--- src/core/fspc_pkg.sv ---
// Constants, register map and state codes of the flash self-program controller
package fspc_pkg;
  localparam int unsigned AXI_AW = 8;
  localparam int unsigned AXI_DW = 32;
  localparam int unsigned FLASH_AW = 15;
  localparam int unsigned FLASH_DW = 14;
  localparam int unsigned ROW_BITS = 5;
  localparam int unsigned BYTE_W = 8;
  localparam int unsigned ADDR_HIGH_W = FLASH_AW - BYTE_W;
  localparam int unsigned DATA_HIGH_W = FLASH_DW - BYTE_W;
  localparam int unsigned CTL_W = 7;

  localparam logic [AXI_AW-1:0] OFS_ADDR_LOW = 8'h00;
  localparam logic [AXI_AW-1:0] OFS_ADDR_HIGH = 8'h04;
  localparam logic [AXI_AW-1:0] OFS_DATA_LOW = 8'h08;
  localparam logic [AXI_AW-1:0] OFS_DATA_HIGH = 8'h0C;
  localparam logic [AXI_AW-1:0] OFS_CONTROL = 8'h10;
  localparam logic [AXI_AW-1:0] OFS_KEY = 8'h14;

  localparam int unsigned CTL_FETCH = 0;
  localparam int unsigned CTL_GO = 1;
  localparam int unsigned CTL_PERMIT = 2;
  localparam int unsigned CTL_ABORT = 3;
  localparam int unsigned CTL_ERASE = 4;
  localparam int unsigned CTL_LATCH = 5;
  localparam int unsigned CTL_CFGSEL = 6;

  localparam logic [BYTE_W-1:0] KEY_FIRST = 8'h55;
  localparam logic [BYTE_W-1:0] KEY_SECOND = 8'hAA;

  localparam logic [1:0] RESP_OKAY = 2'h0;
  localparam logic [1:0] RESP_SLVERR = 2'h2;

  localparam int unsigned PROG_TIME_US = 2000;
  localparam int unsigned CLK_PERIOD_NS = 100;
  localparam int unsigned PROG_CYCLES_DFLT = PROG_TIME_US * 1000 / CLK_PERIOD_NS;

  typedef enum logic [5:0] {
    ST_IDLE = 6'h01,
    ST_RD_WAIT = 6'h02,
    ST_RD_ARRAY = 6'h04,
    ST_PG_NOP1 = 6'h08,
    ST_PG_NOP2 = 6'h10,
    ST_PG_BUSY = 6'h20
  } fspc_state_t;

  typedef enum logic [2:0] {
    KEY_NONE = 3'h1,
    KEY_GOT_FIRST = 3'h2,
    KEY_ARMED = 3'h4
  } fspc_key_t;
endpackage : fspc_pkg

--- src/core/fspc_top.sv ---
// Flash self-program controller: AXI4-Lite register file, read, unlock and row operations
// How it works
// Software loads address, clears space select, sets fetch
// Second slot after fetch is the array read
// Read word lands in data pair next cycle
// Data pair holds until read or write
// Software puts two NOPs after fetch
// Erase, latch, program need completed unlock first
// Unlock: key 55h, key AAh, go, NOPs
// Go forces next two slots to NOP
// Erase or program row stalls until done
// Latch load forces NOPs, never stalls
// Software masks interrupts around unlock sequence
// Erase takes whole row of given address
// Software erase order: address, select, keys, go
// Two preparation slots precede the erase
// Execution halts for erase time, clocks run
// Execution resumes at third instruction after go
// Hardware clears fetch and go on completion
// Modify only with permit set; reset clears it
// Reset during write sets abort flag
// Key port always reads as zero
// Broken key sequence makes go ignored
`timescale 1ns/1ps
module fspc_top #(
  parameter int unsigned PROG_CYCLES = fspc_pkg::PROG_CYCLES_DFLT
) (
  input wire logic mclk_i,
  input wire logic resetn_i,
  input wire logic por_resetn_i,
  input wire logic [fspc_pkg::AXI_AW-1:0] s_axi_awaddr_i,
  input wire logic s_axi_awvalid_i,
  output logic s_axi_awready_o,
  input wire logic [fspc_pkg::AXI_DW-1:0] s_axi_wdata_i,
  input wire logic [3:0] s_axi_wstrb_i,
  input wire logic s_axi_wvalid_i,
  output logic s_axi_wready_o,
  output logic [1:0] s_axi_bresp_o,
  output logic s_axi_bvalid_o,
  input wire logic s_axi_bready_i,
  input wire logic [fspc_pkg::AXI_AW-1:0] s_axi_araddr_i,
  input wire logic s_axi_arvalid_i,
  output logic s_axi_arready_o,
  output logic [fspc_pkg::AXI_DW-1:0] s_axi_rdata_o,
  output logic [1:0] s_axi_rresp_o,
  output logic s_axi_rvalid_o,
  input wire logic s_axi_rready_i,
  output logic force_nop_o,
  output logic stall_o,
  output logic [fspc_pkg::FLASH_AW-1:0] arr_addr_o,
  output logic arr_rd_o,
  input wire logic [fspc_pkg::FLASH_DW-1:0] arr_rdata_i,
  output logic arr_erase_o,
  output logic arr_prog_o,
  output logic arr_latch_o,
  output logic arr_cfg_sel_o,
  output logic [fspc_pkg::FLASH_DW-1:0] arr_wdata_o
);
  import fspc_pkg::*;

  function automatic logic fspc_mapped(input logic [AXI_AW-1:0] a);
    fspc_mapped = (a == OFS_ADDR_LOW) || (a == OFS_ADDR_HIGH) || (a == OFS_DATA_LOW) ||
                  (a == OFS_DATA_HIGH) || (a == OFS_CONTROL) || (a == OFS_KEY);
  endfunction : fspc_mapped

  logic rst;
  logic awready_reg, wready_reg, bvalid_reg, arready_reg, rvalid_reg;
  logic [1:0] bresp_reg, rresp_reg;
  logic [AXI_DW-1:0] rdata_reg, w_data_reg;
  logic [AXI_AW-1:0] aw_addr_reg;
  logic [3:0] w_strb_reg;
  logic wr_fire, wr_lo, ctl_wr, fetch_start, pg_start;
  logic [BYTE_W-1:0] addr_low_reg, data_low_reg;
  logic [ADDR_HIGH_W-1:0] addr_high_reg;
  logic [DATA_HIGH_W-1:0] data_high_reg;
  logic fetch_reg, go_reg, permit_reg, abort_reg, erase_sel_reg, latch_sel_reg, cfg_sel_reg;
  logic op_erase_reg, op_latch_reg;
  logic [CTL_W-1:0] ctl_view;
  fspc_key_t key_reg;
  fspc_state_t state_reg, state_next;
  logic [31:0] cnt_reg;
  logic force_nop_reg, arr_erase_reg, arr_prog_reg, arr_latch_reg;
  logic [FLASH_AW-1:0] arr_addr_reg;

  assign rst = !resetn_i || !por_resetn_i;
  assign wr_fire = !awready_reg && !wready_reg && !bvalid_reg;
  assign wr_lo = wr_fire && w_strb_reg[0];
  assign ctl_wr = wr_lo && (aw_addr_reg == OFS_CONTROL);
  assign pg_start = ctl_wr && w_data_reg[CTL_GO] && (state_reg == ST_IDLE) &&
                    (key_reg == KEY_ARMED) && permit_reg;
  assign fetch_start = ctl_wr && w_data_reg[CTL_FETCH] && (state_reg == ST_IDLE) &&
                       !pg_start;
  assign ctl_view = {cfg_sel_reg, latch_sel_reg, erase_sel_reg, abort_reg,
                     permit_reg, go_reg, fetch_reg};

  // Write channel: address and data taken in either order
  always_ff @(posedge mclk_i) begin
    if (rst) begin
      awready_reg <= 1'b1;
      wready_reg <= 1'b1;
      bvalid_reg <= 1'b0;
      bresp_reg <= RESP_OKAY;
      aw_addr_reg <= '0;
      w_data_reg <= '0;
      w_strb_reg <= '0;
    end else begin
      if (s_axi_awvalid_i && awready_reg) begin
        awready_reg <= 1'b0;
        aw_addr_reg <= s_axi_awaddr_i;
      end
      if (s_axi_wvalid_i && wready_reg) begin
        wready_reg <= 1'b0;
        w_data_reg <= s_axi_wdata_i;
        w_strb_reg <= s_axi_wstrb_i;
      end
      if (wr_fire) begin
        bvalid_reg <= 1'b1;
        bresp_reg <= fspc_mapped(aw_addr_reg) ? RESP_OKAY : RESP_SLVERR;
      end
      if (bvalid_reg && s_axi_bready_i) begin
        bvalid_reg <= 1'b0;
        awready_reg <= 1'b1;
        wready_reg <= 1'b1;
      end
    end
  end

  // Read channel, answer one cycle after the address is taken
  always_ff @(posedge mclk_i) begin
    if (rst) begin
      arready_reg <= 1'b1;
      rvalid_reg <= 1'b0;
      rdata_reg <= '0;
      rresp_reg <= RESP_OKAY;
    end else if (s_axi_arvalid_i && arready_reg) begin
      arready_reg <= 1'b0;
      rvalid_reg <= 1'b1;
      rresp_reg <= fspc_mapped(s_axi_araddr_i) ? RESP_OKAY : RESP_SLVERR;
      unique case (s_axi_araddr_i)
        OFS_ADDR_LOW: rdata_reg <= AXI_DW'(addr_low_reg);
        OFS_ADDR_HIGH: rdata_reg <= AXI_DW'(addr_high_reg);
        OFS_DATA_LOW: rdata_reg <= AXI_DW'(data_low_reg);
        OFS_DATA_HIGH: rdata_reg <= AXI_DW'(data_high_reg);
        OFS_CONTROL: rdata_reg <= AXI_DW'(ctl_view);
        default: rdata_reg <= '0;
      endcase
    end else if (rvalid_reg && s_axi_rready_i) begin
      rvalid_reg <= 1'b0;
      arready_reg <= 1'b1;
    end
  end

  // Address pair
  always_ff @(posedge mclk_i) begin
    if (rst) begin
      addr_low_reg <= '0;
      addr_high_reg <= '0;
    end else begin
      if (wr_lo && (aw_addr_reg == OFS_ADDR_LOW)) begin
        addr_low_reg <= w_data_reg[BYTE_W-1:0];
      end
      if (wr_lo && (aw_addr_reg == OFS_ADDR_HIGH)) begin
        addr_high_reg <= w_data_reg[ADDR_HIGH_W-1:0];
      end
    end
  end

  // Data pair; a finishing read overrides a software write in the same cycle
  always_ff @(posedge mclk_i) begin
    if (rst) begin
      data_low_reg <= '0;
      data_high_reg <= '0;
    end else if (state_reg == ST_RD_ARRAY) begin
      data_low_reg <= arr_rdata_i[BYTE_W-1:0];
      data_high_reg <= arr_rdata_i[FLASH_DW-1:BYTE_W];
    end else begin
      if (wr_lo && (aw_addr_reg == OFS_DATA_LOW)) begin
        data_low_reg <= w_data_reg[BYTE_W-1:0];
      end
      if (wr_lo && (aw_addr_reg == OFS_DATA_HIGH)) begin
        data_high_reg <= w_data_reg[DATA_HIGH_W-1:0];
      end
    end
  end

  // Unlock tracker: any other write in between disarms it
  always_ff @(posedge mclk_i) begin
    if (rst) begin
      key_reg <= KEY_NONE;
    end else if (wr_fire) begin
      if (wr_lo && (aw_addr_reg == OFS_KEY)) begin
        if (w_data_reg[BYTE_W-1:0] == KEY_FIRST) begin
          key_reg <= KEY_GOT_FIRST;
        end else if ((key_reg == KEY_GOT_FIRST) && (w_data_reg[BYTE_W-1:0] == KEY_SECOND)) begin
          key_reg <= KEY_ARMED;
        end else begin
          key_reg <= KEY_NONE;
        end
      end else begin
        key_reg <= KEY_NONE;
      end
    end
  end

  // Control bits; fetch and go are set-only for software
  always_ff @(posedge mclk_i) begin
    if (rst) begin
      fetch_reg <= 1'b0;
      go_reg <= 1'b0;
      permit_reg <= 1'b0;
      erase_sel_reg <= 1'b0;
      latch_sel_reg <= 1'b0;
      cfg_sel_reg <= 1'b0;
      op_erase_reg <= 1'b0;
      op_latch_reg <= 1'b0;
    end else begin
      if (ctl_wr) begin
        permit_reg <= w_data_reg[CTL_PERMIT];
        erase_sel_reg <= w_data_reg[CTL_ERASE];
        latch_sel_reg <= w_data_reg[CTL_LATCH];
        cfg_sel_reg <= w_data_reg[CTL_CFGSEL];
      end
      if (fetch_start) begin
        fetch_reg <= 1'b1;
      end else if (state_reg == ST_RD_ARRAY) begin
        fetch_reg <= 1'b0;
      end
      if (pg_start) begin
        go_reg <= 1'b1;
        op_erase_reg <= w_data_reg[CTL_ERASE];
        op_latch_reg <= w_data_reg[CTL_LATCH] && !w_data_reg[CTL_ERASE];
      end else if ((state_reg == ST_PG_NOP2 && op_latch_reg) || state_next == ST_IDLE) begin
        go_reg <= 1'b0;
      end
    end
  end

  // Abort flag survives the ordinary reset; power-up or a control write with abort at 0 clears it
  always_ff @(posedge mclk_i) begin
    if (!por_resetn_i) begin
      abort_reg <= 1'b0;
    end else if (!resetn_i) begin
      if (state_reg == ST_PG_BUSY) begin
        abort_reg <= 1'b1;
      end
    end else if (ctl_wr && !w_data_reg[CTL_ABORT]) begin
      abort_reg <= 1'b0;
    end
  end

  always_comb begin
    state_next = state_reg;
    unique case (state_reg)
      ST_IDLE: begin
        if (pg_start) begin
          state_next = ST_PG_NOP1;
        end else if (fetch_start) begin
          state_next = ST_RD_WAIT;
        end
      end
      ST_RD_WAIT: state_next = ST_RD_ARRAY;
      ST_RD_ARRAY: state_next = ST_IDLE;
      ST_PG_NOP1: state_next = ST_PG_NOP2;
      ST_PG_NOP2: state_next = op_latch_reg ? ST_IDLE : ST_PG_BUSY;
      ST_PG_BUSY: begin
        if (cnt_reg == 32'(PROG_CYCLES - 1)) begin
          state_next = ST_IDLE;
        end
      end
      default: state_next = ST_IDLE;
    endcase
  end

  always_ff @(posedge mclk_i) begin
    if (rst) begin
      state_reg <= ST_IDLE;
      force_nop_reg <= 1'b0;
    end else begin
      state_reg <= state_next;
      force_nop_reg <= (state_next == ST_RD_ARRAY) || (state_next == ST_PG_NOP1) ||
                       (state_next == ST_PG_NOP2);
    end
  end

  // Busy timer; clocks keep running, only the core is held
  always_ff @(posedge mclk_i) begin
    if (rst) begin
      cnt_reg <= '0;
    end else if (state_reg == ST_PG_BUSY) begin
      cnt_reg <= cnt_reg + 32'h00000001;
    end else begin
      cnt_reg <= '0;
    end
  end

  // One-cycle array strobes as the two forced slots end
  always_ff @(posedge mclk_i) begin
    if (rst) begin
      arr_erase_reg <= 1'b0;
      arr_prog_reg <= 1'b0;
      arr_latch_reg <= 1'b0;
    end else begin
      arr_erase_reg <= (state_reg == ST_PG_NOP2) && op_erase_reg;
      arr_prog_reg <= (state_reg == ST_PG_NOP2) && !op_erase_reg && !op_latch_reg;
      arr_latch_reg <= (state_reg == ST_PG_NOP2) && op_latch_reg;
    end
  end

  // Row alignment only while an erase runs, so a later read still hits its word
  always_ff @(posedge mclk_i) begin
    if (rst) begin
      arr_addr_reg <= '0;
    end else if (op_erase_reg && (state_reg == ST_PG_NOP1 || state_reg == ST_PG_NOP2 ||
                                  state_reg == ST_PG_BUSY)) begin
      arr_addr_reg <= {addr_high_reg, addr_low_reg[BYTE_W-1:ROW_BITS], {ROW_BITS{1'b0}}};
    end else begin
      arr_addr_reg <= {addr_high_reg, addr_low_reg};
    end
  end

  assign s_axi_awready_o = awready_reg;
  assign s_axi_wready_o = wready_reg;
  assign s_axi_bvalid_o = bvalid_reg;
  assign s_axi_bresp_o = bresp_reg;
  assign s_axi_arready_o = arready_reg;
  assign s_axi_rvalid_o = rvalid_reg;
  assign s_axi_rdata_o = rdata_reg;
  assign s_axi_rresp_o = rresp_reg;
  assign force_nop_o = force_nop_reg;
  assign stall_o = state_reg[5];
  assign arr_addr_o = arr_addr_reg;
  assign arr_rd_o = state_reg[2];
  assign arr_erase_o = arr_erase_reg;
  assign arr_prog_o = arr_prog_reg;
  assign arr_latch_o = arr_latch_reg;
  assign arr_cfg_sel_o = cfg_sel_reg;
  assign arr_wdata_o = {data_high_reg, data_low_reg};

  logic [31:0] stall_len_reg;
  always_ff @(posedge mclk_i) begin
    if (rst) begin
      stall_len_reg <= '0;
    end else begin
      stall_len_reg <= stall_o ? stall_len_reg + 32'h00000001 : '0;
    end
  end
endmodule : fspc_top

--- config.mk ---
export PLATFORM = sky130hd
export DESIGN_NAME = fspc_top
export DESIGN_NICKNAME = d
export VERILOG_FILES = /design/src/core/fspc_pkg.sv /design/src/core/fspc_top.sv
export SDC_FILE = /design/constraint.sdc
export NUM_CORES = 1
export LEC_CHECK = 0
export BUFFER_PORTS_ARGS = -buffer_cell sky130_fd_sc_hd__buf_2
export CORE_ASPECT_RATIO = 0.9
export CORE_MARGIN = 1.5
export CORE_UTILIZATION = 53
export CTS_CLUSTER_SIZE = 12
export DETAILED_ROUTE_END_ITERATION = 6
export PLACE_DENSITY = 0.8
export SLEW_MARGIN = 20
export SYNTH_ARGS = -nofsm -noshare
export SYNTH_HDL_FRONTEND = slang
export SYNTH_SLANG_ARGS = --single-unit
--- constraint.sdc ---
create_clock -name mclk_i -period 2.15 [get_ports mclk_i]
set_input_delay 0 -clock mclk_i [delete_from_list [all_inputs] [get_ports mclk_i]]
set_output_delay 0 -clock mclk_i [all_outputs]
set_load 0.03 [all_outputs]
==> results.md, run 1 <==
| Result | Reported | Unit |
|:---|:---|:---|
| Least-Margin Pin Slew | 0.6178 | ns |
| Leak Pwr | 2.876 | nW |
| IO Port Bufs | 97 | - |
| Leading cell type in the layout, fill and taps excluded | sky130_fd_sc_hd__dfxtp_1 | - |
| Number of instances resized during post-cts repair | 0 | - |
| Post-layout minimum cycle time | 2.005 | ns |
| Chip Width | 111.7 | um |
| HPWL after DPL | 9757 | um |
| Vert. Die Dim | 100.8 | um |
| H-tree Lvls | 4 | - |
| Cell variety after synth | 51 | - |
| Status | finished clean | - |
| Detailed-router iteration count before antenna repair | 6 | - |
| Worst min-delay path category | input port to register | - |
| Initial antenna violation count | 0 | - |
| Most frequent cells in the layout | 130 x sky130_fd_sc_hd__dfxtp_1, 97 x sky130_fd_sc_hd__buf_2, 68 x sky130_fd_sc_hd__nor2_1 | - |
| Stages on the worst setup path | 6 | - |
| Path depth of the worst reg2reg path | 6 | - |
| Clock Skew | 0.007702 | ns |
| Number of DRC violations after detailed routing | 0 | - |
| Setup crit start | aw_addr_reg[5]$_SDFFE_PP0P_ | - |
| Non-filler instance count after layout | 935 | - |
| Largest net degree at the start of global routing | 36 | - |
| Final Hold Violating Endpoints | 0 | - |
| CORE AREA | 0.01029 | mm^2 |
| Number of buffers created by CTS | 17 | - |
| Total gr overflow | 0 | - |
| Per-instance average area after synthesis | 8.889 | um^2 |
| Summed instance area of the synthesized netlist | 0.005635 | mm^2 |
| Initial Util | 54.76 | % |
| Number of placed cells counting well taps | 849 | - |
| Post-synthesis compound-gate area fraction | 8.992 | % |
| WL/cell | 16.42 | um |
| Synth Flop Type | sky130_fd_sc_hd__dfxtp_1 | - |
| Final wirelength | 15350 | um |
| Count of buffers added by post-CTS timing repair for setup | 0 | - |
| Max-cap violations | 0 | - |
| Count of flip-flops with a built-in enable after synthesis | 0 | - |
| Startpoint types | register | - |
| CTS root buffer | sky130_fd_sc_hd__clkbuf_16 | - |
| Area growth syn-to-layout | 31.04 | % |
| Final setup TNS | 0 | ns |
| Filler cell count in the final layout | 687 | - |
| Largest fanout on the critical path | 8 | - |
| Data arrival time of the critical path | 2.28 | ns |
| Dominant delay contributor by cell family on the critical path | simple AND/OR/NAND/NOR gates | - |
| Max Transition Viols Final | 0 | - |
| Ratio of final minimum period to clock period | 93.28 | % |
| Post-layout nets | 868 | - |
| Largest area contributor in the synthesized netlist | sky130_fd_sc_hd__dfxtp_1 | - |
| Max FFs per register | 32 | - |
| Area fraction in and, or, nand and nor cells after synthesis | 25.64 | % |
| Dominant cells by area after synthesis | sky130_fd_sc_hd__dfxtp_1 46%, sky130_fd_sc_hd__mux2i_1 6.2%, sky130_fd_sc_hd__nor2_1 4.5% | - |
| Proportion of layout cells with a drive suffix above 1 | 20.10 | % |
| Clock sink total | 130 | - |
| Synthesized flop and latch total | 130 | - |
| Number of nets with antenna violations after routing | 0 | - |
| Data required time of the worst path | 2.42 | ns |
| Clock-pin slew reported for the worst setup and hold paths after clock tree synthesis | 0.06 | ns |
| Clock Tree Buf Depth | 2 | - |
| CP Buf/Inv Count | 1 | - |
| Via count of the first global-routing pass | 5125 | - |
| Share of the synthesized netlist area taken by xor and xnor gates | 4.507 | % |
| Ordered list of cells on the worst path | nor4b_4, nand3b_2, nor4b_2, buf_4, mux2i_1, o21ai_0 | - |
| Peak supply drop | 0.0007139 | V |
| Worst R2R Start | aw_addr_reg[5]$_SDFFE_PP0P_ | - |
| CP Capture Type | register | - |
| TritonCTS clock tree | done | - |
| Vias after detailed routing | 5323 | - |
| Category of the most critical setup path | register to register | - |
| Total GRT Usage | 27.70 | % |
| Number of warnings issued by yosys | 0 | - |
| Largest family of logic cells by synthesized area | simple AND/OR/NAND/NOR gates | - |
| Number of setup violations in the final report | 0 | - |
| Area share of the largest cell type after synthesis | 46.18 | % |
| Terminus of the critical flop-to-flop path | data_low_reg[1]$_SDFFE_PP0P_ | - |
| Reg2Reg Setup Slack | 0.14 | ns |
| Number of cells produced by synthesis | 634 | - |
| Power per unit of standard cell area | 796.2 | mW/mm^2 |
| First-pass GRT wire length | 24820 | um |
| Area share of fa/ha/maj cells after synthesis | 0.2220 | % |
| Routability-driven placement congestion ratio | 0.9050 | - |
| Max-slew headroom at the worst pin | 58.81 | % |
| Delay of the slowest cell on the worst path | 0.45 | ns |
| Number of vias per cell after detailed routing | 5.693 | - |
| Critical-path top delay cell | sky130_fd_sc_hd__nor4b_4 | - |
| Overall die area | 0.01126 | mm^2 |
| CP endpoint | data_low_reg[1]$_SDFFE_PP0P_ | - |
| Sequential area share after synthesis | 46.18 | % |
| Total design power | 5.879 | mW |
| Number of DRC markers after the initial detailed-route iteration | 452 | - |
| Post-synthesis mux area share | 8.015 | % |
| Row Count | 35 | - |
| Count of boundary I/O pins | 151 | - |
| Worst-skew pair later-pin latency | 0.42 | ns |
| Unrepaired setup endpoints after global routing | no | - |
| Antenna cell count | 0 | - |
| Fraction of synthesis flops using an asynchronous set or reset pin | 0 | % |
| F_max | 0.4986 | GHz |
-- how the worst min path moves through the flow --
stage | start | to | cells past startpoint
finish | s_axi_araddr_i[2] | s_axi_rdata_o[6]$_SDFFE_PP0P_ | 4
floorplan | arr_rdata_i[8] | data_high_reg[0]$_SDFFE_PP0P_ | 2
global placement | arr_rdata_i[5] | data_low_reg[5]$_SDFFE_PP0P_ | 3
CTS | s_axi_araddr_i[2] | s_axi_rdata_o[6]$_SDFFE_PP0P_ | 4
detailed placement | arr_rdata_i[6] | data_low_reg[6]$_SDFFE_PP0P_ | 3
global route | s_axi_araddr_i[7] | s_axi_rdata_o[7]$_SDFFE_PP0P_ | 5
-- synth_stat cells, drive strengths merged, types with 2 or more instances --
cell and count:
a21oi 35, a221oi 6, a22o 4, a22oi 2
and2 12, and3 15, and4 5, and4b 2
buf 30, clkbuf 24, dfxtp 130, inv 14
mux2 5, mux2i 35, mux4 2, nand2 56
nand2b 6, nand3 38, nand3b 2, nand4 10
nand4b 2, nor2 68, nor2b 5, nor3 22
nor4 19, nor4b 3, o21a 2, o21ai 32
o22ai 2, or3 6, or4 2, xnor2 23
xor2 6
-- stage by stage --
step	hold slack (ns)	utilization (%)	worst slack, ns	cell area, um^2
floorplan	0.1086	-	0.2207	5729
global placement	0.1945	60.35	0.2757	6211
detailed placement	0.2069	60.35	0.2190	6211
CTS	0.03381	71.76	0.1961	7385
global route	0.09270	71.76	0.02940	7385
finish	0.06653	71.76	0.1445	7385
-- cell type report --
cell class	count	area, um^2	area share [%]
inverter	14	52.55	0.7116
tap	129	161.4	2.186
clock buffer	17	425.4	5.761
sequential	130	2603	35.24
clock inverter	15	207.7	2.813
timing repair buffer	169	1161	15.72
multi-input combinational	461	2774	37.56
-- tightest hold or removal path, stage by stage --
cell and delay [ns]:
sky130_fd_sc_hd__buf_2 0.21, sky130_fd_sc_hd__nand2_1 0.08, sky130_fd_sc_hd__o2111ai_1 0.09, sky130_fd_sc_hd__a21oi_1 0.06
-- report_power, final --
group,switching [mW],internal (mW),total (mW)
logic,0.216,0.143,0.358
clock network,1.12,1.95,3.07
registers,0.0241,2.43,2.45
total,1.36,4.52,5.88
-- metal layers --
layer  GRT usage [%]  share of wire [%]  wire (um)  vias to the layer above
met5               0                  0          0                        -
met4           10.13                2.3        359                        0
met3           7.757                9.6       1473                       40
met2           45.54                 46       7137                      291
met1           35.07                 42       6383                     2499
li1                -                  -          -                     2493
-- repair_timing --
item                                    4_1_cts  5_1_grt
hold buffers                                 54        0
endpoints found under the setup margin        0        0
hold endpoints to repair                     50        0
-- cell families after synthesis --
kind of cell / Yosys count
multiplexers: 42
AO/OA/AOI/OAI: 88
AND/OR/NAND/NOR: 275
other: 1
XOR/XNOR: 29
buffers and inverters: 68
adder cells (fa/ha/maj): 1
flip-flops: 130
No activity file was read; power rests on OpenSTA's default activity.
==> run 2, diff against run 1 <==
--- a/config.mk
+++ b/config.mk
@@ -6,7 +6,6 @@
 export NUM_CORES = 1
 export LEC_CHECK = 0
 export BUFFER_PORTS_ARGS = -buffer_cell sky130_fd_sc_hd__buf_2
-export CORE_ASPECT_RATIO = 0.9
 export CORE_MARGIN = 1.5
 export CORE_UTILIZATION = 53
 export CTS_CLUSTER_SIZE = 12
==> run 2 against run 1 <==
  * Routed wire length shrank 2.4%
  * Hold slack worse by 0.016 ns
  * First-iteration DRC count down 15%
  * Power decreased by 5.3%
  * Clock-buffer cell count up 2
  * Worst setup slack about the same
  * Cell count rose by 0.96%
  * Design area decreased by 0.32%
  * Clock power is 10% lower
==> results.md, run 2 (synthesis results as in run 1) <==
| Result | Reported | Unit | Delta |
|:---|:---|:---|:---|
| Status | finished clean | - |  |
| Total GRT Usage | 27.21 | % | -0.49 points |
| Cell Int Power | 4.277 | mW | -5.4% |
| Largest net degree at the start of global routing | 39 | - | +8.3% |
| Clock Tree Buf Depth | 2 | - | unchanged |
| Unrepaired setup endpoints after global routing | no | - |  |
| Chip Width | 106.1 | um | -5.0% |
| Number of instances resized during post-cts repair | 0 | - | unchanged |
| Least-Margin Pin Slew | 0.5669 | ns | -0.05090 ns |
| Endpoint with the worst hold slack | aw_addr_reg[6]$_SDFFE_PP0P_ | - |  |
| Terminus of the critical flop-to-flop path | data_low_reg[0]$_SDFFE_PP0P_ | - |  |
| Max-slew headroom at the worst pin | 62.08 | % | +3.3 points |
| F_max | 0.4985 | GHz | about the same |
| WL/cell | 15.88 | um | -3.3% |
| Clock sink total | 130 | - | unchanged |
| Area growth syn-to-layout | 30.62 | % |  |
| Initial Util | 54.59 | % | -0.17 points |
| Setup crit start | aw_addr_reg[6]$_SDFFE_PP0P_ | - |  |
| Number of DRC markers after the initial detailed-route iteration | 384 | - | -15% |
| Leak Pwr | 2.878 | nW | about the same |
| Category of the most critical setup path | register to register | - |  |
| Sequential cell area in the final layout | 0.002603 | mm^2 | unchanged |
| Number of setup violations in the final report | 0 | - | unchanged |
| IO Port Bufs | 97 | - | unchanged |
| Row Count | 37 | - | +5.7% |
| CP Capture Type | register | - |  |
| Startpoint types | register | - |  |
| Routability-driven placement congestion ratio | 0.9072 | - | +0.24% |
| Leading cell type in the layout, fill and taps excluded | sky130_fd_sc_hd__dfxtp_1 | - |  |
| Initial antenna violation count | 0 | - | unchanged |
| Worst hold stages | 4 | - | unchanged |
| First-pass GRT wire length | 24070 | um | -3.0% |
| Data arrival time of the critical path | 2.37 | ns | +0.09 ns |
| Number of vias per cell after detailed routing | 5.572 | - | -2.1% |
| Count of boundary I/O pins | 151 | - | unchanged |
| Power per unit of standard cell area | 756.3 | mW/mm^2 | -5.0% |
| Seq pwr share | 44.0 | % | +2.3 points |
| Post-layout nets | 870 | - | +0.23% |
| CORE AREA | 0.01032 | mm^2 | +0.32% |
| Reg2Reg Setup Slack | 0.14 | ns | about the same |
| Most frequent cells in the layout | 130 x sky130_fd_sc_hd__dfxtp_1, 97 x sky130_fd_sc_hd__buf_2, 68 x sky130_fd_sc_hd__nor2_1 | - |  |
| Number of buffers created by CTS | 17 | - | unchanged |
| Antenna cell count | 0 | - | unchanged |
| Path depth of the worst reg2reg path | 6 | - | unchanged |
| Max FFs per register | 32 | - | unchanged |
| Worst-case setup margin in the final layout | 0.1442 | ns | -0.0003410 ns |
| Clock-pin slew reported for the worst setup and hold paths after clock tree synthesis | 0.06 | ns | about the same |
| Largest fanout on the critical path | 8 | - | unchanged |
| Number of DRC violations after detailed routing | 0 | - | unchanged |
| Vias after detailed routing | 5260 | - | -1.2% |
| Area used by multi-input combinational logic | 0.002774 | mm^2 | unchanged |
| Post-layout minimum cycle time | 2.006 | ns | +0.0003410 ns |
| Delay of the slowest cell on the worst path | 0.38 | ns | -0.07 ns |
| Detailed-router iteration count before antenna repair | 5 | - | -1 |
| Ratio of final minimum period to clock period | 93.29 | % | about the same |
| Clock share of power | 49.6 | % | -2.6 points |
| Via count of the first global-routing pass | 5016 | - | -2.1% |
| Final-layout worst hold slack | 0.05063 | ns | -0.01591 ns |
| Vert. Die Dim | 106.1 | um | +5.2% |
| Hold path startpoint | s_axi_awvalid_i | - |  |
| Ordered list of cells on the worst path | nor4b_4, nand3b_2, nor4b_2, buf_4, mux2i_1, o21ai_0 | - |  |
| Worst min-delay path category | input port to register | - |  |
| Peak supply drop | 0.0004650 | V | -35% |
| Setup slack after placement | 0.1626 | ns | -0.05638 ns |
| HPWL after DPL | 9401 | um | -3.7% |
| Final Hold Violating Endpoints | 0 | - | unchanged |
| Switching power as a share of total power | 23.17 | % | +0.067 points |
| Number of nets with antenna violations after routing | 0 | - | unchanged |
| Worst R2R Start | aw_addr_reg[6]$_SDFFE_PP0P_ | - |  |
| Filler cell count in the final layout | 694 | - | +1.0% |
| CTS root buffer | sky130_fd_sc_hd__clkbuf_8 | - |  |
| Proportion of layout cells with a drive suffix above 1 | 19.93 | % | -0.17 points |
| Clock Skew | 0.009224 | ns | +0.001522 ns |
| Critical-path top delay cell | sky130_fd_sc_hd__nor4b_4 | - |  |
| Data required time of the worst path | 2.51 | ns | +0.09 ns |
| TritonCTS clock tree | done | - |  |
| Max Transition Viols Final | 0 | - | unchanged |
| Final setup TNS | 0 | ns | unchanged |
| Overall die area | 0.01126 | mm^2 | about the same |
| Combinational group share of total power | 6.4 | % | +0.3 points |
| Final wirelength | 14990 | um | -2.4% |
| H-tree Lvls | 4 | - | unchanged |
| Worst-skew pair later-pin latency | 0.53 | ns | +0.11 ns |
| Max-cap violations | 0 | - | unchanged |
| Total gr overflow | 0 | - | unchanged |
| Net Sw Power | 1.290 | mW | -5.0% |
-- run 2: changes by cell type in the layout (fill, tap and decap cells not counted), sizes merged --
cell	previous run	this run
buf	115	114
bufinv	4	2
clkbuf	17	19
clkinv	5	7
dlygate4sd3	54	57
inv	16	14
-- run 2: layer usage --
layer  GRT usage [%]  vias up  wire, um  share of wire, %
li1                -     2497         -                 -
met1           31.76     2455      5941                40
met2           45.99      258      7423                50
met3           7.971       50      1148               7.7
met4           12.36        0       476               3.2
met5               0        -         0                 0
-- run 2: area by class of cell --
cell class	instances	area share [%]
multi-input combinational	461	37.68
inverter	14	0.7139
tap	136	2.312
clock buffer	19	6.000
sequential	130	35.36
clock inverter	13	1.853
timing repair buffer	171	16.08
-- run 2: worst max path at each step --
stage	slack [ns]	end
detailed placement	0.16	data_high_reg[2]$_SDFFE_PP0P_
global placement	0.26	data_high_reg[0]$_SDFFE_PP0P_
finish	0.14	data_low_reg[0]$_SDFFE_PP0P_
CTS	0.15	data_low_reg[4]$_SDFFE_PP0P_
floorplan	0.22	data_low_reg[0]$_SDFFE_PP0P_
global route	0.03	data_low_reg[0]$_SDFFE_PP0P_
-- run 2: power by group through the flow --
stage	Clock (mW)	Sequential [mW]	Combinational [mW]
2_1_floorplan	0	2.51	0.198
3_3_place_gp	0	2.50	0.262
3_5_place_dp	0	2.50	0.267
4_1_cts	2.77	2.45	0.345
5_1_grt	2.91	2.45	0.380
6_report	2.76	2.45	0.356
-- run 2: repair_timing --
| item | 4_1_cts | 5_1_grt |
|---|---|---|
| hold buffers | 57 | 0 |
| buffers inserted | 0 | 1 |
| hold endpoints to repair | 51 | 0 |
| endpoints found under the setup margin | 0 | 1 |
-- run 2: critical path: cells and delay by family, from the launching register on --
family | cells | cell delay (ns)
AND/OR/NAND/NOR | 3 | 0.84
AO/OA/AOI/OAI | 1 | 0.17
multiplexers | 1 | 0.25
flip-flops | 1 | 0.34
buffers and inverters | 1 | 0.25
-- run 2: stage by stage --
step           instances  utilization, %  power, mW  area, um^2
5_1_grt              944           71.30      5.741        7361
2_1_floorplan        659               -      2.711        5729
3_3_place_gp         854           60.10      2.762        6205
6_report             944           71.30      5.567        7361
4_1_cts              943           71.23      5.568        7353
3_5_place_dp         854           60.10      2.768        6205
